File: config.mk
export PLATFORM = sky130hd
export DESIGN_NAME = tbr_regs
export DESIGN_NICKNAME = d
export VERILOG_FILES = /design/src/common/tbr_pkg.sv /design/src/rtl/tbr_regs.sv
export VERILOG_INCLUDE_DIRS = /design/src /design/src/common
export SDC_FILE = /design/constraint.sdc
export NUM_CORES = 1
export LEC_CHECK = 0
export CAP_MARGIN = 20
export CORE_AREA = 2 2 83 85
export DETAILED_ROUTE_END_ITERATION = 6
export DIE_AREA = 0 0 85 87
export DONT_BUFFER_PORTS = 1
export PLACE_DENSITY = 0.58
export SYNTH_ARGS = -nofsm -noshare
export SYNTH_HDL_FRONTEND = slang
export SYNTH_SLANG_ARGS = --single-unit
File: constraint.sdc
create_clock -name I_CLOCK -period 5.1 [get_ports I_CLOCK]
set_clock_uncertainty 0.2 [all_clocks]
set_input_delay 0.255 -clock I_CLOCK [delete_from_list [all_inputs] [get_ports I_CLOCK]]
set_output_delay 0.255 -clock I_CLOCK [all_outputs]
set_load 0.03 [all_outputs]
File: src/common/tbr_map.svh
// Purpose: register offsets, field positions and reset values of the touch button readout bank
// Assumes: byte-wide register space, one byte per offset
// Notes:   result pairs sit high byte first
`ifndef TBR_MAP_SVH
`define TBR_MAP_SVH

`define TBR_OFS_LOCK        8'h79
`define TBR_OFS_ADDR_DRIVE  8'h7C
`define TBR_OFS_SELECT      8'h81
`define TBR_OFS_BASE_HI     8'h82
`define TBR_OFS_BASE_LO     8'h83
`define TBR_OFS_DIFF_HI     8'h84
`define TBR_OFS_DIFF_LO     8'h85
`define TBR_OFS_RAW_HI      8'h86
`define TBR_OFS_RAW_LO      8'h87
`define TBR_OFS_STATUS      8'h88

`define TBR_BIT_PULLUP_DIS  7
`define TBR_BIT_READ_EN     7
`define TBR_RST_SLAVE_ADDR  7'h00
`define TBR_RST_PULLUP_DIS  1'h0
`define TBR_RST_SEL_MASK    2'h0
`define TBR_RST_READ_EN     1'h0
`define TBR_RST_STATUS      2'h0

`endif

File: src/common/tbr_pkg.sv
// Purpose: types shared by the touch button readout bank
// Assumes: two touch inputs
// Notes:   none
package tbr_pkg;

  typedef struct packed {
    logic [15:0] baseline_value;
    logic [15:0] difference_count;
    logic [15:0] raw_count;
  } tbr_result_t;

  typedef struct packed {
    logic       wr;
    logic       rd;
    logic [7:0] addr;
    logic [7:0] wdata;
  } tbr_req_t;

endpackage

File: src/rtl/tbr_regs.sv
// Purpose: address/drive, readout select, scan result and sensor status registers of a touch controller
// Assumes: the bus engine, lock register and sensing core run on I_CLOCK
// Notes:   register access is one request per cycle; read data returns one cycle later
//
// How it works
// [RULE1] Host unlocks before writing address; locked writes ignored
// [RULE2] New address and drive apply on relock
// [RULE3] Bit 7 one disables internal pull-ups
// [RULE4] Bits 6:0 hold the bus slave address
// [RULE5] Results shown for one selected input only
// [RULE6] Selecting a non-touch pin keeps old selection
// [RULE7] Bit 7 of select enables result reading
// [RULE8] Select mask must be one-hot, else discarded
// [RULE9] Mask 01 picks button 1, 10 button 2
// [RULE10] Baseline pair reads high byte then low
// [RULE11] Difference pair reads high byte then low
// [RULE12] Raw count pair reads high byte then low
// [RULE13] Status bit one means sensor touched
// [RULE14] Lock register bit 0 reports lock state
// [RULE15] Baseline, difference, raw pairs packed consecutively
`timescale 1ns/1ns
`include "tbr_map.svh"

module tbr_regs
  import tbr_pkg::*;
(
  input  wire logic             I_CLOCK,
  input  wire logic             I_NRST,
  input  wire tbr_req_t         I_REQ,
  input  wire logic             I_ADDR_LOCKED,
  input  wire logic [1:0]       I_TOUCH_PINS,
  input  wire logic [1:0]       I_SENSOR_ON,
  input  wire tbr_result_t      I_RESULT_BTN1,
  input  wire tbr_result_t      I_RESULT_BTN2,
  output logic [7:0]            O_RDATA,
  output logic [6:0]            O_SLAVE_ADDR,
  output logic                  O_PULLUP_DISABLE
);

  logic        lock_prev_q;
  logic [6:0]  pend_addr_q;
  logic        pend_pud_q;
  logic        read_en_q;
  logic [1:0]  sel_mask_q;
  logic [1:0]  status_q;
  logic [7:0]  rdata_d;
  logic        lock_rise;
  logic        wr_addr;
  logic        wr_sel;
  logic        mask_ok;
  tbr_result_t sel_res;

  assign lock_rise = I_ADDR_LOCKED && !lock_prev_q;
  assign wr_addr   = I_REQ.wr && (I_REQ.addr == `TBR_OFS_ADDR_DRIVE);
  assign wr_sel    = I_REQ.wr && (I_REQ.addr == `TBR_OFS_SELECT);
  // One-hot and naming a pin configured for touch sensing
  assign mask_ok   = ((I_REQ.wdata[1:0] == 2'h1) || (I_REQ.wdata[1:0] == 2'h2)) // RULE8
                     && ((I_REQ.wdata[1:0] & ~I_TOUCH_PINS) == 2'h0);            // RULE6

  always_ff @(posedge I_CLOCK) begin
    if (!I_NRST) begin
      lock_prev_q <= 1'h1;
    end else begin
      lock_prev_q <= I_ADDR_LOCKED;
    end
  end

  // Pending copy is writable only while unlocked
  always_ff @(posedge I_CLOCK) begin
    if (!I_NRST) begin
      pend_addr_q <= `TBR_RST_SLAVE_ADDR;
      pend_pud_q  <= `TBR_RST_PULLUP_DIS;
    end else if (wr_addr && !I_ADDR_LOCKED) begin // RULE1
      pend_addr_q <= I_REQ.wdata[6:0]; // RULE4
      pend_pud_q  <= I_REQ.wdata[`TBR_BIT_PULLUP_DIS]; // RULE3
    end
  end

  // Applying only on relock keeps the address steady mid-transaction
  always_ff @(posedge I_CLOCK) begin
    if (!I_NRST) begin
      O_SLAVE_ADDR     <= `TBR_RST_SLAVE_ADDR;
      O_PULLUP_DISABLE <= `TBR_RST_PULLUP_DIS;
    end else if (lock_rise) begin // RULE2
      O_SLAVE_ADDR     <= pend_addr_q;
      O_PULLUP_DISABLE <= pend_pud_q;
    end
  end

  // Whole write is dropped when the mask is bad, enable bit included
  always_ff @(posedge I_CLOCK) begin
    if (!I_NRST) begin
      read_en_q  <= `TBR_RST_READ_EN;
      sel_mask_q <= `TBR_RST_SEL_MASK;
    end else if (wr_sel && mask_ok) begin // RULE8
      read_en_q  <= I_REQ.wdata[`TBR_BIT_READ_EN]; // RULE7
      sel_mask_q <= I_REQ.wdata[1:0];
    end
  end

  always_ff @(posedge I_CLOCK) begin
    if (!I_NRST) begin
      status_q <= `TBR_RST_STATUS;
    end else begin
      status_q <= I_SENSOR_ON; // RULE13
    end
  end

  always_comb begin
    sel_res = '0;
    if (read_en_q) begin // RULE7
      unique case (sel_mask_q)
        2'h1:    sel_res = I_RESULT_BTN1; // RULE9
        2'h2:    sel_res = I_RESULT_BTN2; // RULE9
        default: sel_res = '0;
      endcase
    end
  end

  always_comb begin
    rdata_d = 8'h00;
    unique case (I_REQ.addr)
      `TBR_OFS_LOCK:       rdata_d = {7'h00, I_ADDR_LOCKED}; // RULE14
      `TBR_OFS_ADDR_DRIVE: rdata_d = {pend_pud_q, pend_addr_q};
      `TBR_OFS_SELECT:     rdata_d = {read_en_q, 5'h00, sel_mask_q};
      `TBR_OFS_BASE_HI:    rdata_d = sel_res.baseline_value[15:8]; // RULE10
      `TBR_OFS_BASE_LO:    rdata_d = sel_res.baseline_value[7:0]; // RULE10
      `TBR_OFS_DIFF_HI:    rdata_d = sel_res.difference_count[15:8]; // RULE11
      `TBR_OFS_DIFF_LO:    rdata_d = sel_res.difference_count[7:0]; // RULE11
      `TBR_OFS_RAW_HI:     rdata_d = sel_res.raw_count[15:8]; // RULE12
      `TBR_OFS_RAW_LO:     rdata_d = sel_res.raw_count[7:0]; // RULE12
      `TBR_OFS_STATUS:     rdata_d = {6'h00, status_q}; // RULE13
      default:             rdata_d = 8'h00;
    endcase
  end

  // Result bytes are live; a host wanting a coherent pair should read both quickly
  always_ff @(posedge I_CLOCK) begin
    if (!I_NRST) begin
      O_RDATA <= 8'h00;
    end else if (I_REQ.rd) begin // RULE5 RULE15
      O_RDATA <= rdata_d;
    end
  end

  locked_wr_a: assert property (@(posedge I_CLOCK) disable iff (!I_NRST) // RULE1
    (wr_addr && I_ADDR_LOCKED) |=> $stable(pend_addr_q) && $stable(pend_pud_q))
    else $error("address written while locked");

  relock_apply_a: assert property (@(posedge I_CLOCK) disable iff (!I_NRST) // RULE2
    lock_rise |=> (O_SLAVE_ADDR == $past(pend_addr_q)))
    else $error("address not applied on relock");

  addr_hold_a: assert property (@(posedge I_CLOCK) disable iff (!I_NRST) // RULE2
    !lock_rise |=> $stable(O_SLAVE_ADDR) && $stable(O_PULLUP_DISABLE))
    else $error("address changed without relock");

  drive_apply_a: assert property (@(posedge I_CLOCK) disable iff (!I_NRST) // RULE3
    (wr_addr && !I_ADDR_LOCKED) ##1 (I_ADDR_LOCKED && !lock_prev_q)
    |=> (O_PULLUP_DISABLE == $past(I_REQ.wdata[7], 2)))
    else $error("drive bit not applied");

  pin_select_a: assert property (@(posedge I_CLOCK) disable iff (!I_NRST) // RULE6
    (wr_sel && ((I_REQ.wdata[1:0] & ~I_TOUCH_PINS) != 2'h0)) |=> $stable(sel_mask_q))
    else $error("non-touch pin selected");

  onehot_mask_a: assert property (@(posedge I_CLOCK) disable iff (!I_NRST) // RULE8
    (wr_sel && !$onehot(I_REQ.wdata[1:0])) |=> $stable(sel_mask_q) && $stable(read_en_q))
    else $error("bad mask accepted");

  read_gate_a: assert property (@(posedge I_CLOCK) disable iff (!I_NRST) // RULE7
    (I_REQ.rd && !read_en_q && (I_REQ.addr == `TBR_OFS_RAW_LO)) |=> (O_RDATA == 8'h00))
    else $error("result read while disabled");

  base_read_a: assert property (@(posedge I_CLOCK) disable iff (!I_NRST) // RULE10
    (I_REQ.rd && read_en_q && (sel_mask_q == 2'h2) && (I_REQ.addr == `TBR_OFS_BASE_HI))
    |=> (O_RDATA == $past(I_RESULT_BTN2.baseline_value[15:8])))
    else $error("baseline high byte wrong");

  status_read_a: assert property (@(posedge I_CLOCK) disable iff (!I_NRST) // RULE13
    (I_REQ.rd && (I_REQ.addr == `TBR_OFS_STATUS)) |=> (O_RDATA == {6'h00, $past(I_SENSOR_ON, 2)}))
    else $error("status byte wrong");

  // Reference copies rebuilt from the request stream, lock and touch-pin inputs alone, for the checks below
  logic [7:0] ref_sel_q;
  logic [7:0] ref_pend_q;
  logic [7:0] ref_applied_q;
  logic       ref_lock_q;

  always_ff @(posedge I_CLOCK) begin
    if (!I_NRST) begin
      ref_sel_q <= 8'h00;
    end else if (wr_sel && (I_REQ.wdata[1:0] inside {2'h1, 2'h2}) && ((I_REQ.wdata[1:0] & I_TOUCH_PINS) != 2'h0)) begin
      ref_sel_q <= {I_REQ.wdata[`TBR_BIT_READ_EN], 5'h00, I_REQ.wdata[1:0]};
    end
  end

  always_ff @(posedge I_CLOCK) begin
    if (!I_NRST) begin
      ref_pend_q <= 8'h00;
    end else if (wr_addr && !I_ADDR_LOCKED) begin
      ref_pend_q <= I_REQ.wdata;
    end
  end

  always_ff @(posedge I_CLOCK) begin
    if (!I_NRST) begin
      ref_lock_q    <= 1'h1;
      ref_applied_q <= 8'h00;
    end else begin
      ref_lock_q <= I_ADDR_LOCKED;
      if (I_ADDR_LOCKED && !ref_lock_q) begin
        ref_applied_q <= ref_pend_q;
      end
    end
  end

  sel_model_a: assert property (@(posedge I_CLOCK) disable iff (!I_NRST) // RULE8
    ({read_en_q, 5'h00, sel_mask_q} == ref_sel_q))
    else $error("select register differs from reference");

  pend_model_a: assert property (@(posedge I_CLOCK) disable iff (!I_NRST) // RULE1
    ({pend_pud_q, pend_addr_q} == ref_pend_q))
    else $error("pending copy differs from reference");

  applied_model_a: assert property (@(posedge I_CLOCK) disable iff (!I_NRST) // RULE2
    ({O_PULLUP_DISABLE, O_SLAVE_ADDR} == ref_applied_q))
    else $error("applied address differs from reference");

  // Pending and applied address
  // A relock one idle cycle after the write must still carry the new drive bit
  drive_late_a: assert property (@(posedge I_CLOCK) disable iff (!I_NRST) // RULE3
    (wr_addr && !I_ADDR_LOCKED) ##1 !wr_addr ##1 lock_rise
    |=> (O_PULLUP_DISABLE == $past(I_REQ.wdata[`TBR_BIT_PULLUP_DIS], 3)))
    else $error("drive bit lost after idle cycle");

  pend_addr_a: assert property (@(posedge I_CLOCK) disable iff (!I_NRST) // RULE4
    (wr_addr && !I_ADDR_LOCKED) |=> (pend_addr_q == $past(I_REQ.wdata[6:0])))
    else $error("pending address not captured");

  pend_drive_a: assert property (@(posedge I_CLOCK) disable iff (!I_NRST) // RULE3
    (wr_addr && !I_ADDR_LOCKED) |=> (pend_pud_q == $past(I_REQ.wdata[`TBR_BIT_PULLUP_DIS])))
    else $error("pending drive bit not captured");

  pend_hold_a: assert property (@(posedge I_CLOCK) disable iff (!I_NRST) // RULE1
    !wr_addr |=> $stable(pend_addr_q) && $stable(pend_pud_q))
    else $error("pending copy changed without write");

  relock_drive_a: assert property (@(posedge I_CLOCK) disable iff (!I_NRST) // RULE2
    lock_rise |=> (O_PULLUP_DISABLE == $past(pend_pud_q)))
    else $error("drive bit not applied on relock");

  lock_read_a: assert property (@(posedge I_CLOCK) disable iff (!I_NRST) // RULE14
    (I_REQ.rd && (I_REQ.addr == `TBR_OFS_LOCK)) |=> (O_RDATA == {7'h00, $past(I_ADDR_LOCKED)}))
    else $error("lock state byte wrong");

  pend_read_a: assert property (@(posedge I_CLOCK) disable iff (!I_NRST) // RULE2
    (I_REQ.rd && (I_REQ.addr == `TBR_OFS_ADDR_DRIVE))
    |=> (O_RDATA == {$past(pend_pud_q), $past(pend_addr_q)}))
    else $error("pending readback wrong");

  // Readout select
  select_read_a: assert property (@(posedge I_CLOCK) disable iff (!I_NRST) // RULE7
    (I_REQ.rd && (I_REQ.addr == `TBR_OFS_SELECT))
    |=> (O_RDATA == {$past(read_en_q), 5'h00, $past(sel_mask_q)}))
    else $error("select readback wrong");

  mask_take_a: assert property (@(posedge I_CLOCK) disable iff (!I_NRST) // RULE8
    (wr_sel && $onehot(I_REQ.wdata[1:0]) && ((I_REQ.wdata[1:0] & ~I_TOUCH_PINS) == 2'h0))
    |=> (sel_mask_q == $past(I_REQ.wdata[1:0])) && (read_en_q == $past(I_REQ.wdata[`TBR_BIT_READ_EN])))
    else $error("valid mask not taken");

  sel_hold_a: assert property (@(posedge I_CLOCK) disable iff (!I_NRST) // RULE6
    !wr_sel |=> $stable(sel_mask_q) && $stable(read_en_q))
    else $error("selection changed without write");

  mask_legal_a: assert property (@(posedge I_CLOCK) disable iff (!I_NRST) // RULE9
    (sel_mask_q != 2'h0) |-> $onehot(sel_mask_q))
    else $error("selection mask not one-hot");

  enable_mask_a: assert property (@(posedge I_CLOCK) disable iff (!I_NRST) // RULE7
    read_en_q |-> $onehot(sel_mask_q))
    else $error("reading enabled without a selection");

  // Result bytes
  base_high1_a: assert property (@(posedge I_CLOCK) disable iff (!I_NRST) // RULE10
    (I_REQ.rd && read_en_q && (sel_mask_q == 2'h1) && (I_REQ.addr == `TBR_OFS_BASE_HI))
    |=> (O_RDATA == $past(I_RESULT_BTN1.baseline_value[15:8])))
    else $error("button 1 baseline high byte wrong");

  base_low_a: assert property (@(posedge I_CLOCK) disable iff (!I_NRST) // RULE10
    (I_REQ.rd && read_en_q && (sel_mask_q == 2'h1) && (I_REQ.addr == `TBR_OFS_BASE_LO))
    |=> (O_RDATA == $past(I_RESULT_BTN1.baseline_value[7:0])))
    else $error("button 1 baseline low byte wrong");

  base_low2_a: assert property (@(posedge I_CLOCK) disable iff (!I_NRST) // RULE10
    (I_REQ.rd && read_en_q && (sel_mask_q == 2'h2) && (I_REQ.addr == `TBR_OFS_BASE_LO))
    |=> (O_RDATA == $past(I_RESULT_BTN2.baseline_value[7:0])))
    else $error("button 2 baseline low byte wrong");

  diff_high_a: assert property (@(posedge I_CLOCK) disable iff (!I_NRST) // RULE11
    (I_REQ.rd && read_en_q && (sel_mask_q == 2'h1) && (I_REQ.addr == `TBR_OFS_DIFF_HI))
    |=> (O_RDATA == $past(I_RESULT_BTN1.difference_count[15:8])))
    else $error("difference high byte wrong");

  diff_low_a: assert property (@(posedge I_CLOCK) disable iff (!I_NRST) // RULE11
    (I_REQ.rd && read_en_q && (sel_mask_q == 2'h2) && (I_REQ.addr == `TBR_OFS_DIFF_LO))
    |=> (O_RDATA == $past(I_RESULT_BTN2.difference_count[7:0])))
    else $error("difference low byte wrong");

  raw_high_a: assert property (@(posedge I_CLOCK) disable iff (!I_NRST) // RULE12
    (I_REQ.rd && read_en_q && (sel_mask_q == 2'h1) && (I_REQ.addr == `TBR_OFS_RAW_HI))
    |=> (O_RDATA == $past(I_RESULT_BTN1.raw_count[15:8])))
    else $error("raw count high byte wrong");

  raw_low_a: assert property (@(posedge I_CLOCK) disable iff (!I_NRST) // RULE12
    (I_REQ.rd && read_en_q && (sel_mask_q == 2'h2) && (I_REQ.addr == `TBR_OFS_RAW_LO))
    |=> (O_RDATA == $past(I_RESULT_BTN2.raw_count[7:0])))
    else $error("raw count low byte wrong");

  result_gate_a: assert property (@(posedge I_CLOCK) disable iff (!I_NRST) // RULE5
    (I_REQ.rd && !read_en_q && (I_REQ.addr inside {[`TBR_OFS_BASE_HI:`TBR_OFS_RAW_LO]}))
    |=> (O_RDATA == 8'h00))
    else $error("result byte shown while reading disabled");

  unmapped_zero_a: assert property (@(posedge I_CLOCK) disable iff (!I_NRST) // RULE15
    (I_REQ.rd && !(I_REQ.addr inside {`TBR_OFS_LOCK, `TBR_OFS_ADDR_DRIVE, [`TBR_OFS_SELECT:`TBR_OFS_STATUS]}))
    |=> (O_RDATA == 8'h00))
    else $error("unmapped offset read nonzero");

  rdata_hold_a: assert property (@(posedge I_CLOCK) disable iff (!I_NRST) // RULE5
    !I_REQ.rd |=> $stable(O_RDATA))
    else $error("read data changed without read");

  status_track_a: assert property (@(posedge I_CLOCK) disable iff (!I_NRST) // RULE13
    1'h1 |=> (status_q == $past(I_SENSOR_ON)))
    else $error("status not following sensing core");

  relock_c: cover property (@(posedge I_CLOCK) disable iff (!I_NRST)
    (wr_addr && !I_ADDR_LOCKED) ##[1:20] lock_rise);

  select_c: cover property (@(posedge I_CLOCK) disable iff (!I_NRST)
    (wr_sel && mask_ok && I_REQ.wdata[7]) ##1 (I_REQ.rd && I_REQ.addr == `TBR_OFS_DIFF_HI));

  reject_c: cover property (@(posedge I_CLOCK) disable iff (!I_NRST)
    wr_sel && !mask_ok);

  lock_read_c: cover property (@(posedge I_CLOCK) disable iff (!I_NRST)
    I_REQ.rd && (I_REQ.addr == `TBR_OFS_LOCK) && I_ADDR_LOCKED);

  btn2_read_c: cover property (@(posedge I_CLOCK) disable iff (!I_NRST)
    I_REQ.rd && read_en_q && (sel_mask_q == 2'h2) && (I_REQ.addr == `TBR_OFS_RAW_HI));

endmodule // tbr_regs

After elaboration in Yosys (flattened, before gate mapping)
Cells that the tools add are included.
Operators by class
  reductions and logical operators: 10
  bitwise logic cells: 2
  eq/ne operators: 14
  mux-type cells: 3
Operator list (number)
  $pmux 48 s2: 1
  $pmux 8 s10: 1
  $eq 8x8->1 const B: 8
  $mux 48: 1
  $eq 8x7->1 const B: 2
  $logic_and 1x1->1: 6
  $eq 2x1->1 const B: 2
  $eq 2x2->1 const B: 2
  $and 2x2->2: 1
  $logic_not 1->1: 2
  $logic_not 2->1: 1
  $not 2->2: 1
  $logic_or 1x1->1: 1
Storage, ports and cells
  logic and storage cells: 38
  flip-flop bits (word level): 30
  input bits: 121

Longest topological paths before layout
  depth after elaboration: 5
  depth in mapped cells: 9
  mapped depth without buffers: 7

Least setup slack after synthesis
OpenSTA, ideal clock, no wires.
  path type: input port to flip-flop
  start: input port I_REQ[13] (netlist name)
  end: register O_RDATA[1]
  buffers on the path: 2
  data required time: 4.826 ns
  stages: 7
  setup slack: 2.961 ns
  data arrival time: 1.864 ns
  cell sequence: or4b_4 > buf_6 > or4_4 > buf_6 > a211oi_2 > a211oi_1 > a31oi_1
On the way
  cells in the longest elaborated chain, start to end: 2
Ends and longest elaborated chain
  start, declared: line tbr_regs.sv:29  | input wire tbr_req_t I_REQ,
  $eq 8x8->1 or $eq 8x7->1 (tied branches): line tbr_regs.sv:122  | unique case (I_REQ.addr)
  $pmux 8 s10 (*): line tbr_regs.sv:122
  end signal, assigned: line tbr_regs.sv:142  | O_RDATA <= rdata_d;
  end, declared: line tbr_regs.sv:35  | output logic [7:0] O_RDATA,
Every way passes the cells marked *; elsewhere a longest branch is shown, timed or not.
A chain may end at the register's enable or synchronous reset.

Final worst setup path
  start: register sel_mask_q[1]
  end: register O_RDATA[0]
On the way
  cells in the longest elaborated chain, start to end: 4
Ends and longest elaborated chain
  start, declared: line tbr_regs.sv:44  | logic [1:0] sel_mask_q;
  start signal, assigned: line tbr_regs.sv:94  | sel_mask_q <= `TBR_RST_SEL_MASK;
  start signal, assigned: line tbr_regs.sv:97  | sel_mask_q <= I_REQ.wdata[1:0];
  $eq 2x2->1 or $eq 2x1->1 (tied branches): line tbr_regs.sv:112  | unique case (sel_mask_q)
  $pmux 48 s2 (*): line tbr_regs.sv:112
  $mux 48 (*): line tbr_regs.sv:111  | if (read_en_q) begin
  $pmux 8 s10 (*): line tbr_regs.sv:122
Marked as above.

==> metrics <==
most common library cell in the layout ignoring fill and taps=dfxtp_1; path length in cells of the critical path=7; Fin Setup TNS=0 ns; final weighted congestion in routability-driven placement=slightly above 0.8; Synth area leaders=dfxtp_1 27%, a22oi_1 9.4%, a221oi_1 8.3%, nor2b_1 5.6%, a211oi_1 5.1%; GRT Total Usage=a little under a fifth; met3 track demand over resource in global routing=approximately 4.8%; run status=finished, final reports clean; overall die area=0.00740 mm2; Slew HR=between 40% and 50%; area occupied by registers=601 um2; Placeable Area=~0.0066 mm2; cell-by-cell trace of the critical path=inv_1, ha_1, buf_4, a22oi_1, o32a_1, or4_1, a41oi_1; Yosys warning count=0; post-synthesis cell type count=between 40 and 50; Async S/R FF share, synth=0%; number of flip-flops and latches in the synthesized netlist=30; worst-path fanout max=34; initial core utilization=between 30% and 40%; post-route fraction of the period consumed by the critical path=~50%; number of buffers inserted during clock tree synthesis=5; fraction of layout cells with a size suffix above 1=7.98%; clock slew at the register clock pins of the worst setup and hold paths=roughly 0.060 ns; Net Count, Synth=390; highest-count cells in the layout ignoring fill and taps=30 x dfxtp_1, 28 x a22oi_1, 21 x a221oi_1; largest net degree at the start of global routing=54; width of the chip=about 85 um; flip-flop cell with the highest count after synthesis=dfxtp_1; class of the tightest hold or removal check=input pin to register; iteration-0 DRC count of the detailed router=about 150; Post-Route Utilization=37.4%; cell count after synthesis=around 270; H-Tree Level Count=2; r2r endpoint=O_RDATA[0]; post-CTS sizing=0; Worst-Margin Slew=0.894 ns; routed length per instance=a little over 20 um; proportion of netlist area held by the largest area contributor=between 20% and 30%; final critical delay including setup and external delays=~2.6 ns; Final Instance Area=0.00246 mm2; CP required=5.10 ns; worst reg2reg path startpoint=sel_mask_q[1]; number of flops mapped to enable cells by yosys=0; via/cell ratio=6.27; clk root buf=clkbuf_8; cell taking the most area after synthesis=dfxtp_1; final setup fails=0; number of port buffers=0; total number of vias=2149; max frequency=between 300 and 400 MHz; global-route wire length before repair=~10000 um; number of clock sinks=30; Top Ports=137; initial antenna violation count=0; Worst Reg-to-Reg Cells=7; TritonCTS clock tree=done; minimum setup slack among reg-to-reg paths=around 2.5 ns; most used routing layer=met2; Startpoint Class=register; Worst EP arrival=between 2 and 3 ns; post-layout net count=roughly 390; unrepaired setup endpoints after global routing=no; Pwr Density=approximately 190 mW/mm2; number of maximum-capacitance constraint violations=0; crit-path max cell delay=around 0.46 ns; critical path start-end classification=register to register; final number of max-transition violations=0; endpoint type of the worst setup path=register; sequential area share after synthesis=27.0%; maximum resistive drop on vdd=between 0.0001 and 0.00015 V; Critical Path Slowest Stage Cell=ha_1; met1 Usage GRT=a little under a quarter; Remaining Overflow, GRT=0; drt first pass iters=4; Filler Cells Inserted=a little under 700; Die Span Y=87 um; vias in the first global route=approximately 2.0k; Crit path buffers/inverters=2; maximum buffer depth of the clock tree=2; Layout area overhead=10.3%; launching instance or port of the critical path=sel_mask_q[1]; total number of placement rows=30; post-place setup slack=between 2 and 3 ns; critical path capture point=O_RDATA[0]; number of design rule violations left after detail routing=0; Final Hold Viols=0; Routed Wire Length=6950 um; Static Leakage=approximately 0.73 nW; DP Wirelength=roughly 5300 um; Synth Cell Area=about 0.0022 mm2; antenna violation net count after detailed routing=0; kind of cell adding the most delay to the critical path=compound AO/OA/AOI/OAI gates; clock network latency to the later pin of the worst-skew pair=between 0.2 and 0.3 ns; post-placement cell area=between 0.002 and 0.0025 mm2; overall power after layout=between 0.4 and 0.5 mW; post-synthesis area per instance=~8.3 um2; total area of multi-input combinational cells=around 0.0015 mm2; met2 global-route usage=29.3%; PnR worst setup slack=between 2 and 3 ns; number of diodes=0
## state kept, by name, indices dropped and copies added (netlist names)
| signal | count |
|---|---|
| O_RDATA | 8 |
| O_SLAVE_ADDR | 7 |
| pend_pud_q | 1 |
| O_PULLUP_DISABLE | 1 |
| status_q | 2 |
| sel_mask_q | 2 |
| pend_addr_q | 7 |
| lock_prev_q | 1 |
| read_en_q | 1 |
## power breakdown
group          internal, mW  total [mW]  switching, mW
clock                 0.109       0.196         0.0875
sequential            0.236       0.236       0.000485
combinational        0.0224      0.0390         0.0166
## cell families after synthesis
kind of cell	share of synthesized area [%]
DFF	27.0
adders and majority gates	1.12
muxes	4.94
and+or+nand+nor	20.2
buffers and inverters	6.80
AOI/OAI and AO/OA	40.0
## area by class of cell
cell class | instances | share of cell area (%)
Tap cell | 80 | 4.07
Inverter | 4 | 0.611
Sequential cell | 30 | 24.4
Clock inverter | 1 | 0.204
Multi-Input combinational cell | 203 | 60.0
Clock buffer | 7 | 3.51
Timing Repair Buffer | 18 | 7.13
## synthesized netlist by cell type (5+ instances only)
master	instances
a2111oi_0	5
a211oi_1	15
a211oi_2	6
a21boi_0	8
a221oi_1	21
a22oi_1	28
buf_2	7
clkbuf_1	17
dfxtp_1	30
mux2i_1	11
nand2_1	20
nand3b_1	7
nor2_1	6
nor2b_1	20
o21a_1	5
o21ai_0	11
## what timing repair did
item / CTS / global route
hold endpoints to repair: 30 / 0
setup buffers: 0 / 0
hold buffers: 16 / 0
## through the flow
stage	std cells	hold slack, ns
final	343	0.0108
after global routing	343	0.0151
after CTS	343	0.00231
after floorplan	267	0.128
after detailed placement	319	0.136
after global placement	319	0.133
## routing by layer
layer  up-vias  routed length [um]
met5         -                   0
met3         8                 467
li1       1034                   -
met4         0                  85
met2        80                3480
met1      1027                2910
## how the worst min path moves through the flow
stage              start  depth (start not counted)  slack [ns]     endpoint
2_1_floorplan     I_NRST                          1        0.13  lock_prev_q
3_3_place_gp      I_NRST                          1        0.13  lock_prev_q
3_5_place_dp      I_NRST                          1        0.14  lock_prev_q
4_1_cts        I_REQ[11]                          2       0.002   O_RDATA[0]
5_1_grt         I_REQ[8]                          2        0.02   O_RDATA[0]
6_report       I_REQ[11]                          2        0.01   O_RDATA[0]
Power figures use the tool's default switching activity.
